[config.mk]
export PLATFORM = sky130hd
export DESIGN_NAME = bbr_bridge
export DESIGN_NICKNAME = d
export VERILOG_FILES = /design/src/hdl/bbr_pkg.sv /design/src/hdl/bbr_addr_xlate.sv /design/src/hdl/bbr_bridge.sv
export SDC_FILE = /design/constraint.sdc
export NUM_CORES = 1
export LEC_CHECK = 0
export BUFFER_PORTS_ARGS = -buffer_cell sky130_fd_sc_hd__buf_2
export CAP_MARGIN = 25
export CORE_ASPECT_RATIO = 0.75
export CORE_MARGIN = 8
export CORE_UTILIZATION = 57
export DETAILED_ROUTE_END_ITERATION = 8
export GPL_ROUTABILITY_DRIVEN = 0
export HOLD_SLACK_MARGIN = 0.05
export PLACE_DENSITY = 0.85
export SLEW_MARGIN = 20
export SYNTH_ARGS = -nofsm -noshare
export SYNTH_HDL_FRONTEND = slang
export SYNTH_HIERARCHICAL = 1
export SYNTH_SLANG_ARGS = --single-unit
[constraint.sdc]
create_clock -name mclk -period 6.5 [get_ports mclk]
set_clock_uncertainty 0.1 [all_clocks]
set_input_delay 1.3 -clock mclk [delete_from_list [all_inputs] [get_ports mclk]]
set_output_delay 1.3 -clock mclk [all_outputs]
set_load 0.005 [all_outputs]
[src/hdl/bbr_pkg.sv]
package bbr_pkg;

  // command generator timing: cycles counted from transfer start to strobe
  localparam logic [3:0] BBR_CMD_DELAY   = 4'h2;
  localparam logic [3:0] BBR_CNT_RESET   = 4'h0;
  localparam logic [3:0] BBR_CNT_MAX     = 4'hF;
  // field positions
  localparam int         BBR_LOW_LSB     = 0;
  localparam int         BBR_HIGH_LSB    = 16;

  // sequencer states, one-hot
  typedef enum logic [5:0] {
    BBR_IDLE   = 6'h01,  // waiting for a processor access
    BBR_COUNT  = 6'h02,  // counting before command
    BBR_CMD    = 6'h04,  // command out, waiting for slave_access_ack
    BBR_ACK    = 6'h08,  // ack seen, waiting for it to drop
    BBR_DONE   = 6'h10,  // processor ready pulse
    BBR_RECOV  = 6'h20   // strobes, device select and drives inactive before next access
  } bbr_state_t;

  // processor side request bundle
  typedef struct packed {
    logic        addr_strobe;   // address strobe, active high
    logic        data_enable;   // data enable, active high
    logic        device_select; // decoded graphics region select
    logic        write;         // 1 write, 0 read
    logic        mem_io;        // memory (1) or io (0) access
    logic [3:0]  byte_en;       // byte enables, active high
    logic [31:0] wdata;         // processor write word
  } bbr_cpu_req_t;

  // coprocessor side command bundle
  typedef struct packed {
    logic        read_strobe;         // read command
    logic        store_strobe;        // write command
    logic        memory_or_io_select; // memory or io select
    logic        device_select;       // chip select to coprocessor
    logic        byte_select_bit;     // low address bit
    logic        halfword_select_bit; // halfword address bit
    logic        high_byte_enable;    // high byte enable
    logic [15:0] wdata;               // 16-bit write data
  } bbr_cop_cmd_t;

  // transceiver controls
  typedef struct packed {
    logic direction;          // 1 processor to coprocessor
    logic low_half_b_drive;   // lower half, drive b (coprocessor) side
    logic low_half_a_drive;   // lower half, drive a (processor) side
    logic high_half_b_drive;  // upper half, drive b side
    logic high_half_a_drive;  // upper half, drive a side
    logic half_output_enable; // latch clock for the first read half
  } bbr_xcvr_t;

endpackage

[src/hdl/bbr_addr_xlate.sv]
`timescale 1ns/100ps
// address translator: byte enables to coprocessor address bits
module bbr_addr_xlate
  import bbr_pkg::*;
(
  input  wire logic [3:0] byte_en,             // processor byte enables
  input  wire logic       second_half,         // 1 during second halfword
  output logic            byte_select_bit,     // low byte address bit
  output logic            halfword_select_bit, // halfword select
  output logic            high_byte_enable     // high byte enable
);

  // lanes of the half in use; a single word always starts at the low half
  logic [1:0] lanes;

  always_comb begin
    lanes               = second_half ? byte_en[3:2] : byte_en[1:0];
    halfword_select_bit = second_half;
    byte_select_bit     = ~lanes[0] & lanes[1];
    high_byte_enable    = lanes[1];
  end

endmodule

[src/hdl/bbr_bridge.sv]
`timescale 1ns/100ps
module bbr_bridge
  import bbr_pkg::*;
(
  input  wire logic         mclk,             // 10 MHz system clock
  input  wire logic         rst,              // async reset, active high
  input  wire bbr_cpu_req_t cpu_req,          // processor bus request, same clock
  input  wire logic         slave_access_ack, // coprocessor ack, from a pin
  input  wire logic [15:0]  cop_rdata,        // coprocessor read data
  output bbr_cop_cmd_t      cop_cmd,          // command to coprocessor
  output bbr_xcvr_t         xcvr,             // transceiver controls
  output logic [31:0]       cpu_rdata,        // assembled read word
  output logic              half_word_done,   // per-half ready pulse
  output logic              cpu_ready,        // ready to processor
  output logic              transfer_active   // transfer_active
);

  // all state of the bridge in one record; the sequencer fills a copy and one
  // register stage takes it, so no output can be driven from two places
  typedef struct packed {
    bbr_state_t  state;
    logic [3:0]  count;
    logic        second_half;
    logic        active;
    logic        write;
    logic        mem_io;
    logic [3:0]  byte_en;
    logic [31:0] wword;
    logic [31:0] rword;
    logic [15:0] wdata_out;   // write half already chosen for the data pins
    logic        done;
    logic        ready;
    logic        latch;
    logic [1:0]  ack_sync;
  } bbr_regs_t;

  bbr_regs_t r;
  bbr_regs_t next_r;
  logic      ack;
  logic      sel_bs;
  logic      sel_hw;
  logic      sel_hb;

  // one 16-bit half of a processor word; upper picks bits 31:16
  function automatic logic [15:0] half_of(input logic [31:0] word, input logic upper);
    half_of = upper ? word[BBR_HIGH_LSB +: 16] : word[BBR_LOW_LSB +: 16];
  endfunction

  // true when any byte lane of the chosen half is enabled
  function automatic logic lanes_on(input logic [3:0] be, input logic upper);
    lanes_on = upper ? (|be[3:2]) : (|be[1:0]);
  endfunction

  // second synchroniser stage only; first stage feeds nothing else
  // the pin is never read directly: a level caught mid-change would split the
  // state decode and the enables across two different values
  assign ack = r.ack_sync[1];

  // translator sees only registered inputs, so its outputs stay steady per half
  bbr_addr_xlate bbr_addr_xlate_i (
    .byte_en             (r.byte_en),
    .second_half         (r.second_half),
    .byte_select_bit     (sel_bs),
    .halfword_select_bit (sel_hw),
    .high_byte_enable    (sel_hb)
  );

  // sequencer: count, command, wait ack, wait ack release, repeat
  // one access walks idle, count, command, ack, then count again for the upper half.
  // the ack pin is seen two cycles late through the synchroniser, so every ack
  // decision below works on the delayed copy; this costs cycles per half but
  // keeps an unsettled pin level out of the state decode.
  // a half ends on the falling ack, not the rising one: the coprocessor may still
  // be moving data while ack stands, and read data is sampled up to the last cycle.
  // limitation: a coprocessor that never drops ack holds the processor forever,
  // since the bridge has no timeout of its own.
  always_comb begin
    next_r          = r;
    next_r.ack_sync = {r.ack_sync[0], slave_access_ack};
    next_r.done     = 1'b0;
    next_r.ready    = 1'b0;
    next_r.latch    = 1'b0;
    case (r.state)
      BBR_IDLE: begin
        // start of cycle only from strobe, data enable and device select together
        // the access is copied here; later changes on the processor bus are not seen
        if (cpu_req.addr_strobe && cpu_req.data_enable && cpu_req.device_select) begin
          next_r.active      = 1'b1;
          next_r.write       = cpu_req.write;
          next_r.mem_io      = cpu_req.mem_io;
          next_r.byte_en     = cpu_req.byte_en;
          next_r.wword       = cpu_req.wdata;
          next_r.second_half = 1'b0;
          next_r.count       = BBR_CNT_RESET;
          next_r.state       = BBR_COUNT;
        end
      end
      BBR_COUNT: begin
        // counts every cycle in this state; select and transfer_active are not checked
        next_r.count = r.count + 4'h1;
        if (r.count == BBR_CMD_DELAY) begin
          next_r.state = BBR_CMD;
        end
      end
      BBR_CMD: begin
        // command stands until the coprocessor has taken the access
        if (ack) begin
          next_r.state = BBR_ACK;
        end
      end
      BBR_ACK: begin
        // half ends when coprocessor drops ack; done clears the count
        if (!ack) begin
          next_r.done  = 1'b1;
          next_r.count = BBR_CNT_RESET;
          if (!r.second_half) begin
            next_r.second_half = 1'b1;
            next_r.latch       = ~r.write;
            next_r.rword[BBR_LOW_LSB +: 16] = r.rword[BBR_LOW_LSB +: 16];
            next_r.state       = BBR_COUNT;
          end else begin
            next_r.ready = 1'b1;
            next_r.state = BBR_DONE;
          end
        end else if (!r.write) begin
          // sample read data while ack stands; last sample before release wins
          // the coprocessor keeps its data up until the strobe drops, after this
          if (r.second_half) begin
            next_r.rword[BBR_HIGH_LSB +: 16] = cop_rdata;
          end else begin
            next_r.rword[BBR_LOW_LSB +: 16] = cop_rdata;
          end
        end
      end
      BBR_DONE: begin
        // ready stands this cycle; the transfer_active ends with it
        next_r.active = 1'b0;
        next_r.state  = BBR_RECOV;
      end
      BBR_RECOV: begin
        // one idle cycle so the processor strobe of this access is not retaken
        next_r.state = BBR_IDLE;
      end
      default: begin
        next_r.state = BBR_IDLE;
      end
    endcase
    // write half chosen one cycle ahead, so the data pins come from a flip-flop
    next_r.wdata_out = half_of(next_r.wword, next_r.second_half);
  end

  // single register stage for all state; reset drops every control output at once,
  // which also abandons a half that was in flight on the coprocessor side
  always_ff @(posedge mclk or posedge rst) begin
    if (rst) begin
      r <= '{state: BBR_IDLE, count: BBR_CNT_RESET, default: '0};
    end else begin
      r <= next_r;
    end
  end

  // coprocessor command, active in command and ack phases
  // strobes drop between halves so the coprocessor sees two separate commands,
  // while device select follows transfer_active and stays up across both
  always_comb begin
    logic cmd_on;
    cmd_on = (r.state == BBR_CMD) || (r.state == BBR_ACK);
    cop_cmd.read_strobe         = cmd_on & ~r.write;
    cop_cmd.store_strobe        = cmd_on & r.write;
    cop_cmd.memory_or_io_select = cmd_on & r.mem_io;
    cop_cmd.device_select       = r.active;
    cop_cmd.byte_select_bit     = sel_bs;
    cop_cmd.halfword_select_bit = sel_hw;
    cop_cmd.high_byte_enable    = cmd_on & sel_hb;
    // lower half first, upper half second
    cop_cmd.wdata = r.wdata_out;
  end

  // transceiver enables, gated by ack; the b side drives also by byte enables
  // the first read half is captured by the latch pulse, so the processor side
  // is only driven once the whole word is assembled
  always_comb begin
    logic ack_on;
    ack_on = ack && (r.state == BBR_ACK);
    xcvr.direction          = r.write;
    xcvr.low_half_b_drive   = ack_on & r.write & ~r.second_half
                              & lanes_on(r.byte_en, 1'b0);
    xcvr.high_half_b_drive  = ack_on & r.write & r.second_half
                              & lanes_on(r.byte_en, 1'b1);
    xcvr.low_half_a_drive   = ack_on & ~r.write & r.second_half;
    xcvr.high_half_a_drive  = ack_on & ~r.write & r.second_half;
    xcvr.half_output_enable = r.latch;
  end

  // status outputs straight from the register record; pulses last one cycle,
  // the read word holds until the next read replaces it
  assign cpu_rdata       = r.rword;
  assign half_word_done  = r.done;
  assign cpu_ready       = r.ready;
  assign transfer_active = r.active;

endmodule

Yosys cells after proc, flatten, opt, wreduce, memory -nomap -nowiden
Index checks and enable logic that the tools add are counted.

Output and inout bits: 64. Word-level logic and storage cells: 71. Input bits: 60. Register bits after elaboration: 103.

Bitwise operators: 15. Multiplexer cells: 16. $add $sub $neg: 1. Reduce and logical (&&, ||, !) cells: 14. Equal/unequal tests: 10.

Operator list (count): $mux W50 (1); $mux W32 (1); $pmux W6 S5 (1); $mux W16 (1); $and A1 B1 Y1 (12); $mux W6 (2); $pmux W4 S3 (1); $reduce_and A4 Y1 (3); $mux W11 (1); $ne A2 B2 Y1 const B (4); $eq A6 B1 Y1 const B (1); $eq A6 B2 Y1 const B (1); $eq A6 B3 Y1 const B (1); $eq A6 B4 Y1 const B (1); $eq A6 B5 Y1 const B (1); $mux W3 (2); $mux W5 (1); $add A4 B1 Y4 const B (1); $eq A4 B2 Y1 const B (1); $pmux W1 S2 (2); $reduce_and A2 Y1 (2); $reduce_or A2 Y1 (2); $logic_and A1 B1 Y1 (3); $not A1 Y1 (3); other kinds (6) (7).

Depth between registers and ports, before layout
Gate-level depths: netlist of the first run.

Word-level depth: 5. Depth in mapped cells: 7. Depth with buffers taken out: 4.

Hierarchy
The synthesis of the first run kept the hierarchy.

Modules (own cells, without submodules): bbr_bridge (area an instance 4862.2 µm², times used 1, cells each 462); bbr_addr_xlate (area an instance 41.3 µm², times used 1, cells each 5).

Least setup slack after synthesis of the first run
OpenSTA, ideal clock, no wires.

Path kind: flip-flop to output port. Start point: register r[101] (netlist bit). End point: output port xcvr[3] (netlist bit). Cell stages (with the launch flop): 7. Data arrival time: 1.858 ns. Slack: 3.242 ns. Data required time: 5.100 ns. Cell sequence: dfrtp_1 > buf_2 > nor4_4 > nand4b_4 > nor3_2 > buf_4 > buf_4.

RTL lines: start, declared (RTL line bbr_bridge.sv:37) `bbr_regs_t r;`; start signal, assigned (RTL line bbr_bridge.sv:158) `r <= next_r;`; end, declared (RTL line bbr_bridge.sv:11) `output bbr_xcvr_t xcvr,`.

==> results of run 1 <==
## state kept, by name, indices dropped and copies added (netlist names)
register and flops:
transfer_active 1, ack 1, cpu_rdata 32, cop_cmd 16, r 48, next_r 1, half_word_done 1, cpu_ready 1
xcvr 2
## cell type report
class	count	area [sq um]	area share (%)
Clock buffer	11	243	4.46
Clock inverter	5	33.8	0.621
Inverter	6	25.0	0.460
Multi-Input combinational cell	277	1770	32.6
Sequential cell	103	2580	47.4
Tap cell	108	135	2.48
Timing Repair Buffer	128	653	12.0
## worst max-delay path, cell delays in order (launching register included)
cell and delay [ns]:
dfrtp_1 0.99, inv_1 0.25, nor3_2 0.22, buf_4 0.27
buf_2 0.17
## final timing paths
path	start	end	slack [ns]
worst max register to register	r[97]$_DFFE_PP1P_	cop_cmd[2]$_DFF_PP0_	3.66
worst min-delay path	next_r[1]$_DFF_PP0_	ack$_DFF_PP0_	0.25
worst min register to register	next_r[1]$_DFF_PP0_	ack$_DFF_PP0_	0.25
min in group asynchronous	rst	cpu_rdata[17]$_DFFE_PP0P_	0.86
worst max-delay path	r[92]$_DFF_PP0_	xcvr[3]	2.85
max in group asynchronous	rst	xcvr[0]$_DFF_PP0_	4.25
## Yosys cell counts
cell type	count
nand4b_4	1
buf_4	56
nand2b_4	1
o21a_1	1
mux2i_1	16
nand3_1	4
a21o_1	3
o32ai_1	1
or4b_1	1
o21ai_0	8
or3_1	1
nor3b_1	2
buf_2	11
a221oi_1	16
dfrtp_1	102
nor3_2	1
nand2_1	119
dfstp_2	1
mux2_2	22
clkbuf_1	13
ha_1	2
a31oi_1	1
and3_1	5
o2bb2ai_1	1
nor3_1	4
a2111oi_0	1
a211o_1	2
nor4b_1	2
o22ai_2	1
nor2b_1	16
xor2_1	2
nor4_1	3
nor4_4	1
mux2_4	10
a21oi_1	17
buf_6	1
or4_1	1
inv_1	6
o2111ai_1	1
nor2_1	10
## through the flow
step,cells,hold WS (ns),setup WS (ns)
2_1_floorplan,467,0.231,2.40
3_3_place_gp,622,0.241,3.22
3_5_place_dp,622,0.236,3.20
4_1_cts,638,0.251,2.82
5_1_grt,638,0.271,2.68
6_report,638,0.248,2.85
## routing by layer
layer	vias to the layer above	track usage [%]	wire length (um)
met1	1621	23.2	4520
met5	-	0	0
met4	0	4.60	76
met2	126	29.4	4870
li1	1628	-	-
met3	8	5.22	877
## cell families after synthesis
group           Yosys count
simple gates            172
buf+inv                  87
fa+ha+maj                 2
mux                      48
flops                   103
compound gates           53
xor+xnor                  2
## report_power, final
group          internal [mW]  leakage (nW)  total (mW)  switching (mW)
Combinational          0.195          1.58       0.410           0.215
Sequential             0.819          1.31       0.925           0.106
Clock                  0.269         0.132       0.493           0.224
Total                   1.28          3.02        1.83           0.545
==> impl_metrics.py, run 1 <==
metrics = {
    "synth": {
        "netlist.area_leader.share_pct": 52.1,
        "synth_top_family_by_area": "simple AND/OR/NAND/NOR gates",
        "synth_top_cells_by_area": "dfrtp_1 (52%), nand2_1 (9.1%), buf_4 (8.6%)",
        "yosysWarnings": 6,
        "synth_fa_ha_area_share_pct": 0.510,
        "syn_inst": 467,
        "synthSimpleGateAreaFrac_pct": 16.3,
        "synth_compound_area_share_pct": 7.48,
        "synthMuxAreaShare_pct": 11.4,
        "syn_avg_cell_area_sq_um": 10.5,
        "synth_nets": 529,
        "synth_largest_area_cell": "dfrtp_1",
        "synth_seq_cells": 103,
        "synth_xor_xnor_area_share_pct": 0.357,
        "yosysSeqAreaShare_pct": 52.6,
        "syn-cell-area_sq_um": 4900,
        "synth_cell_type_count": 40,
    },
    "route": {
        "drt-total-wl_um": 10300,
        "num_vias": 3383,
        "avgViaCountPerCell": 5.30,
        "drt_first_iter_violations": 210,
        "drc": 0,
        "drtPass1Iterations": 6,
        "avgRoutedWirePerCell_um": 16.2,
        "final_antenna_net_count": 0,
    },
    "cts": {
        "cts_tree": "yes",
        "htreeDepth": 3,
        "clk_latency_ns": 0.33,
        "cts_num_sinks": 103,
        "cts_root_buf": "clkbuf_16",
        "clk_path_buf_depth": 2,
        "clkTransAtPathRegs_ns": 0.06,
        "cts_resized": 0,
        "cts_hold_buf": 0,
        "cts_setup_buffers": 0,
        "cts_buffers": 9,
    },
    "pwr": {
        "leakage_nw": 3.02,
        "power_density_nw_per_um2": 336,
        "power.total_mw": 1.83,
        "peakVddDrop_mv": 0.192,
    },
    "sta": {
        "maxSlewViolCount": 0,
        "maxSlewHeadroom_pct": 34.5,
        "period_share_pct": 56.2,
        "fin_setup_tns_ns": 0,
        "fin_crit_ns": 3.65,
        "finalHoldViolCount": 0,
        "fmax_mhz": 274,
        "tightest_slew_ns": 0.983,
        "rsz0062_at_grt": "no",
        "setup_violations": 0,
    },
    "min_path": {
        "min_path_cells": 0,
        "hold_class": "flop to flop",
    },
    "grt": {
        "grt_max_degree": 70,
        "antenna_found_initial": 0,
        "grt_remaining_overflow": 0,
        "track_usage_pct": 18.0,
        "grt_pass1_wl_um": 16800,
        "grt_pass1_vias": 3478,
    },
    "placed_design": {
        "hpwl_um": 7280,
        "port-buffer-count": 123,
        "dpl-instance-area_sq_um": 5160,
    },
    "worst_setup_path": {
        "crit_path_end_kind": "primary output",
        "crit_path_max_fanout": 25,
        "crit_type": "flop to primary output",
        "cp.arrival_ns": 2.25,
        "critPathLaunchType": "flop",
        "cp.required_ns": 5.10,
        "r2r_cells": 5,
    },
    "run_status": {
        "status": "finished clean",
    },
    "die": {
        "num_rows": 29,
        "die-height_um": 96.3,
        "die_x_um": 123,
        "io-pin-count": 124,
        "start_util_pct": 58.2,
        "die_area_sq_um": 11900,
        "coreArea_sq_um": 8420,
    },
    "finish": {
        "syn2layout_area_growth_pct": 11.0,
        "drive_gt1_share_pct": 34.5,
        "fill_cells": 646,
        "mostFrequentLayoutCells": "buf_2 (123), nand2_1 (119), dfrtp_1 (102)",
        "final_common_cell": "buf_2",
        "utilization_pct": 64.6,
        "nets": 587,
        "finalInstanceArea_sq_um": 5440,
        "n_antenna_cell": 0,
    },
    "flow_run": {
        "cap_violations": 0,
    },
}
No activity file was read; power rests on OpenSTA's default activity.
==> inputs of run 2 (changes only) <==
--- a/config.mk
+++ b/config.mk
@@ -5,15 +5,16 @@
 export SDC_FILE = /design/constraint.sdc
 export NUM_CORES = 1
 export LEC_CHECK = 0
+export ABC_AREA = 1
 export BUFFER_PORTS_ARGS = -buffer_cell sky130_fd_sc_hd__buf_2
 export CAP_MARGIN = 25
 export CORE_ASPECT_RATIO = 0.75
 export CORE_MARGIN = 8
-export CORE_UTILIZATION = 57
+export CORE_UTILIZATION = 48
 export DETAILED_ROUTE_END_ITERATION = 8
 export GPL_ROUTABILITY_DRIVEN = 0
 export HOLD_SLACK_MARGIN = 0.05
-export PLACE_DENSITY = 0.85
+export PLACE_DENSITY = 0.76
 export SLEW_MARGIN = 20
 export SYNTH_ARGS = -nofsm -noshare
 export SYNTH_HDL_FRONTEND = slang
==> constraint.sdc (replaced) <==
create_clock -name mclk -period 3.2 [get_ports mclk]
set_clock_uncertainty 0.1 [all_clocks]
set_input_delay 0.64 -clock mclk [delete_from_list [all_inputs] [get_ports mclk]]
set_output_delay 0.64 -clock mclk [all_outputs]
set_load 0.005 [all_outputs]
==> impl_metrics.py, run 2 <==
metrics = {
    "synth": {
        "synth_largest_area_cell": "dfrtp_1",
        "syn-cell-area_sq_um": 4850,
        "syn_avg_cell_area_sq_um": 8.26,
        "synth_top_cells_by_area": "dfrtp_1 (53%), nand2_1 (23%), buf_4 (9.0%)",
        "synth_nets": 649,
        "yosysSeqAreaShare_pct": 53.2,
        "synth_seq_cells": 103,
        "netlist.area_leader.share_pct": 52.6,
        "synth_common_cells": "nand2_1 (301), dfrtp_1 (102), buf_4 (58), nand3_1 (27), inv_1 (21)",
        "synth_flop_cell": "dfrtp_1",
        "synth_cell_type_count": 27,
        "yosysWarnings": 6,
        "synth_edf_count": 0,
        "yosysMostFrequentCell": "nand2_1",
        "async_flop_share_pct": 100,
        "syn_inst": 587,
    },
    "cts": {
        "cts_num_sinks": 103,
        "clk_path_buf_depth": 2,
        "clkTransAtPathRegs_ns": 0.07,
        "htreeDepth": 3,
        "cts_root_buf": "clkbuf_16",
        "cts_hold_buf": 0,
        "cts_resized": 0,
        "cts_setup_buffers": 0,
        "cts_tree": "yes",
        "clk_latency_ns": 0.34,
        "cts_buffers": 9,
    },
    "pwr": {
        "power_density_nw_per_um2": 702,
        "peakVddDrop_mv": 0.301,
        "leakage_nw": 3.03,
    },
    "finish": {
        "syn2layout_area_growth_pct": 12.2,
        "mostFrequentLayoutCells": "nand2_1 (301), buf_2 (123), dfrtp_1 (102)",
        "n_antenna_cell": 0,
        "regMostFlops": "r",
        "final_common_cell": "nand2_1",
        "largest_reg_flops": 48,
        "nets": 716,
        "utilization_pct": 55.9,
        "drive_gt1_share_pct": 25.8,
        "fill_cells": 926,
    },
    "die": {
        "coreArea_sq_um": 9740,
        "die-height_um": 103,
        "num_rows": 31,
        "die_x_um": 132,
        "io-pin-count": 124,
        "start_util_pct": 49.8,
        "die_area_sq_um": 13600,
    },
    "worst_setup_path": {
        "r2r-start": "r[102]$_DFFE_PP0P_",
        "cp.arrival_ns": 2.03,
        "cpPeakStageDelay_ns": 0.44,
        "cp.required_ns": 2.46,
        "reg2reg_slack_ns": 0.96,
        "worstPathCellList": "inv_2, nor2_2, nand3_2, nor2_1, nand3_1, buf_4, inv_2, buf_2",
        "cp_common_cell": "inv_2",
        "cp-startpoint": "r[100]$_DFFE_PP0P_",
        "crit_path_max_fanout": 21,
        "r2r_cells": 8,
        "critPathLaunchType": "flop",
        "crit_type": "flop to primary output",
        "regToRegEndpoint": "cop_cmd[3]$_DFF_PP0_",
        "crit_path_end_kind": "primary output",
        "crit_slowest_cell": "dfrtp_1",
    },
    "route": {
        "drt-total-wl_um": 11400,
        "avgRoutedWirePerCell_um": 14.4,
        "drt_first_iter_violations": 217,
        "avgViaCountPerCell": 4.74,
        "final_antenna_net_count": 0,
        "num_vias": 3750,
        "drc": 0,
        "drtPass1Iterations": 4,
    },
    "sta": {
        "fmax_mhz": 362,
        "tightest_slew_ns": 0.795,
        "maxSlewHeadroom_pct": 47.0,
        "setup_violations": 0,
        "fin_crit_ns": 2.77,
        "finalHoldViolCount": 0,
        "fin_setup_tns_ns": 0,
        "period_share_pct": 86.4,
        "rsz0062_at_grt": "no",
        "maxSlewViolCount": 0,
    },
    "grt": {
        "grt_remaining_overflow": 0,
        "grt_pass1_vias": 3914,
        "grt_pass1_wl_um": 18600,
        "grt_max_degree": 64,
        "antenna_found_initial": 0,
        "track_usage_pct": 16.8,
    },
    "min_path": {
        "min_path_cells": 0,
        "hold_class": "flop to flop",
        "holdPathEnd": "ack$_DFF_PP0_",
        "holdCritStartpoint": "next_r[1]$_DFF_PP0_",
    },
    "flow_run": {
        "cap_violations": 0,
    },
    "placed_design": {
        "hpwl_um": 8290,
        "port-buffer-count": 123,
    },
    "run_status": {
        "status": "finished clean",
    },
}
## run 2: changes by cell type after synthesis, moves of 17 or more
| cell | before | now |
|---|---|---|
| a21oi_1 | 17 | 0 |
| mux2_2 | 22 | 0 |
| nand2_1 | 119 | 301 |
| nand3_1 | 4 | 27 |
## run 2: worst max path at each step
stage	to	slack [ns]	cells after the start
final	xcvr[1]	0.43	8
after global routing	xcvr[1]	0.27	8
after CTS	xcvr[1]	0.42	8
after detailed placement	xcvr[1]	0.88	8
after global placement	xcvr[1]	0.93	7
after floorplan	xcvr[3]	1.19	7
## run 2: worst max-delay path: cells and delay by family (launching register included)
kind / cells / cell delay, ns
buf+inv: 4 / 0.68
simple gates: 4 / 0.55
flops: 1 / 0.44
## run 2: per-layer routing
| metal | track usage, % | wire length, um | up-vias |
|---|---|---|---|
| met5 | 0 | 0 | - |
| met4 | 6.42 | 180 | 0 |
| met3 | 4.09 | 581 | 17 |
| met2 | 29.0 | 5530 | 107 |
| met1 | 20.3 | 5070 | 1759 |
| li1 | - | - | 1867 |
## run 2: metrics by stage
| stage | power, mW | setup slack [ns] | hold WS [ns] | instance area, sq um | std cells |
|---|---|---|---|---|---|
| finish | 3.82 | 0.435 | 0.259 | 5440 | 791 |
| global route | 4.08 | 0.273 | 0.263 | 5440 | 791 |
| CTS | 3.87 | 0.417 | 0.259 | 5440 | 791 |
| detailed placement | 2.79 | 0.879 | 0.240 | 5150 | 775 |
| global placement | 2.74 | 0.931 | 0.236 | 5150 | 775 |
| floorplan | 2.58 | 1.19 | 0.231 | 4850 | 587 |
## run 2: area by class of cell
class | count | area [sq um] | share of cell area (%)
sequential | 103 | 2580 | 47.4
multi-input combinational | 387 | 1660 | 30.4
timing repair buffer | 128 | 653 | 12.0
clock buffer | 10 | 239 | 4.39
tap | 132 | 165 | 3.03
inverter | 25 | 97.6 | 1.79
clock inverter | 6 | 52.6 | 0.966
## run 2: cells by family after synthesis
logic type | share of synthesized area [%]
and+or+nand+nor | 32.1
DFF | 53.2
buffers and inverters | 12.7
AOI/OAI and AO/OA | 1.39
adders and majority gates | 0.516
xor gates and xnor gates | 0.181
## run 2: report_power, final
part           internal, mW  total, mW  switching (mW)  leakage (nW)
Sequential             1.63       1.79           0.160          1.19
Combinational         0.349      0.968           0.620          1.70
Clock                 0.560       1.06           0.499         0.137
Total                  2.54       3.82            1.28          3.03
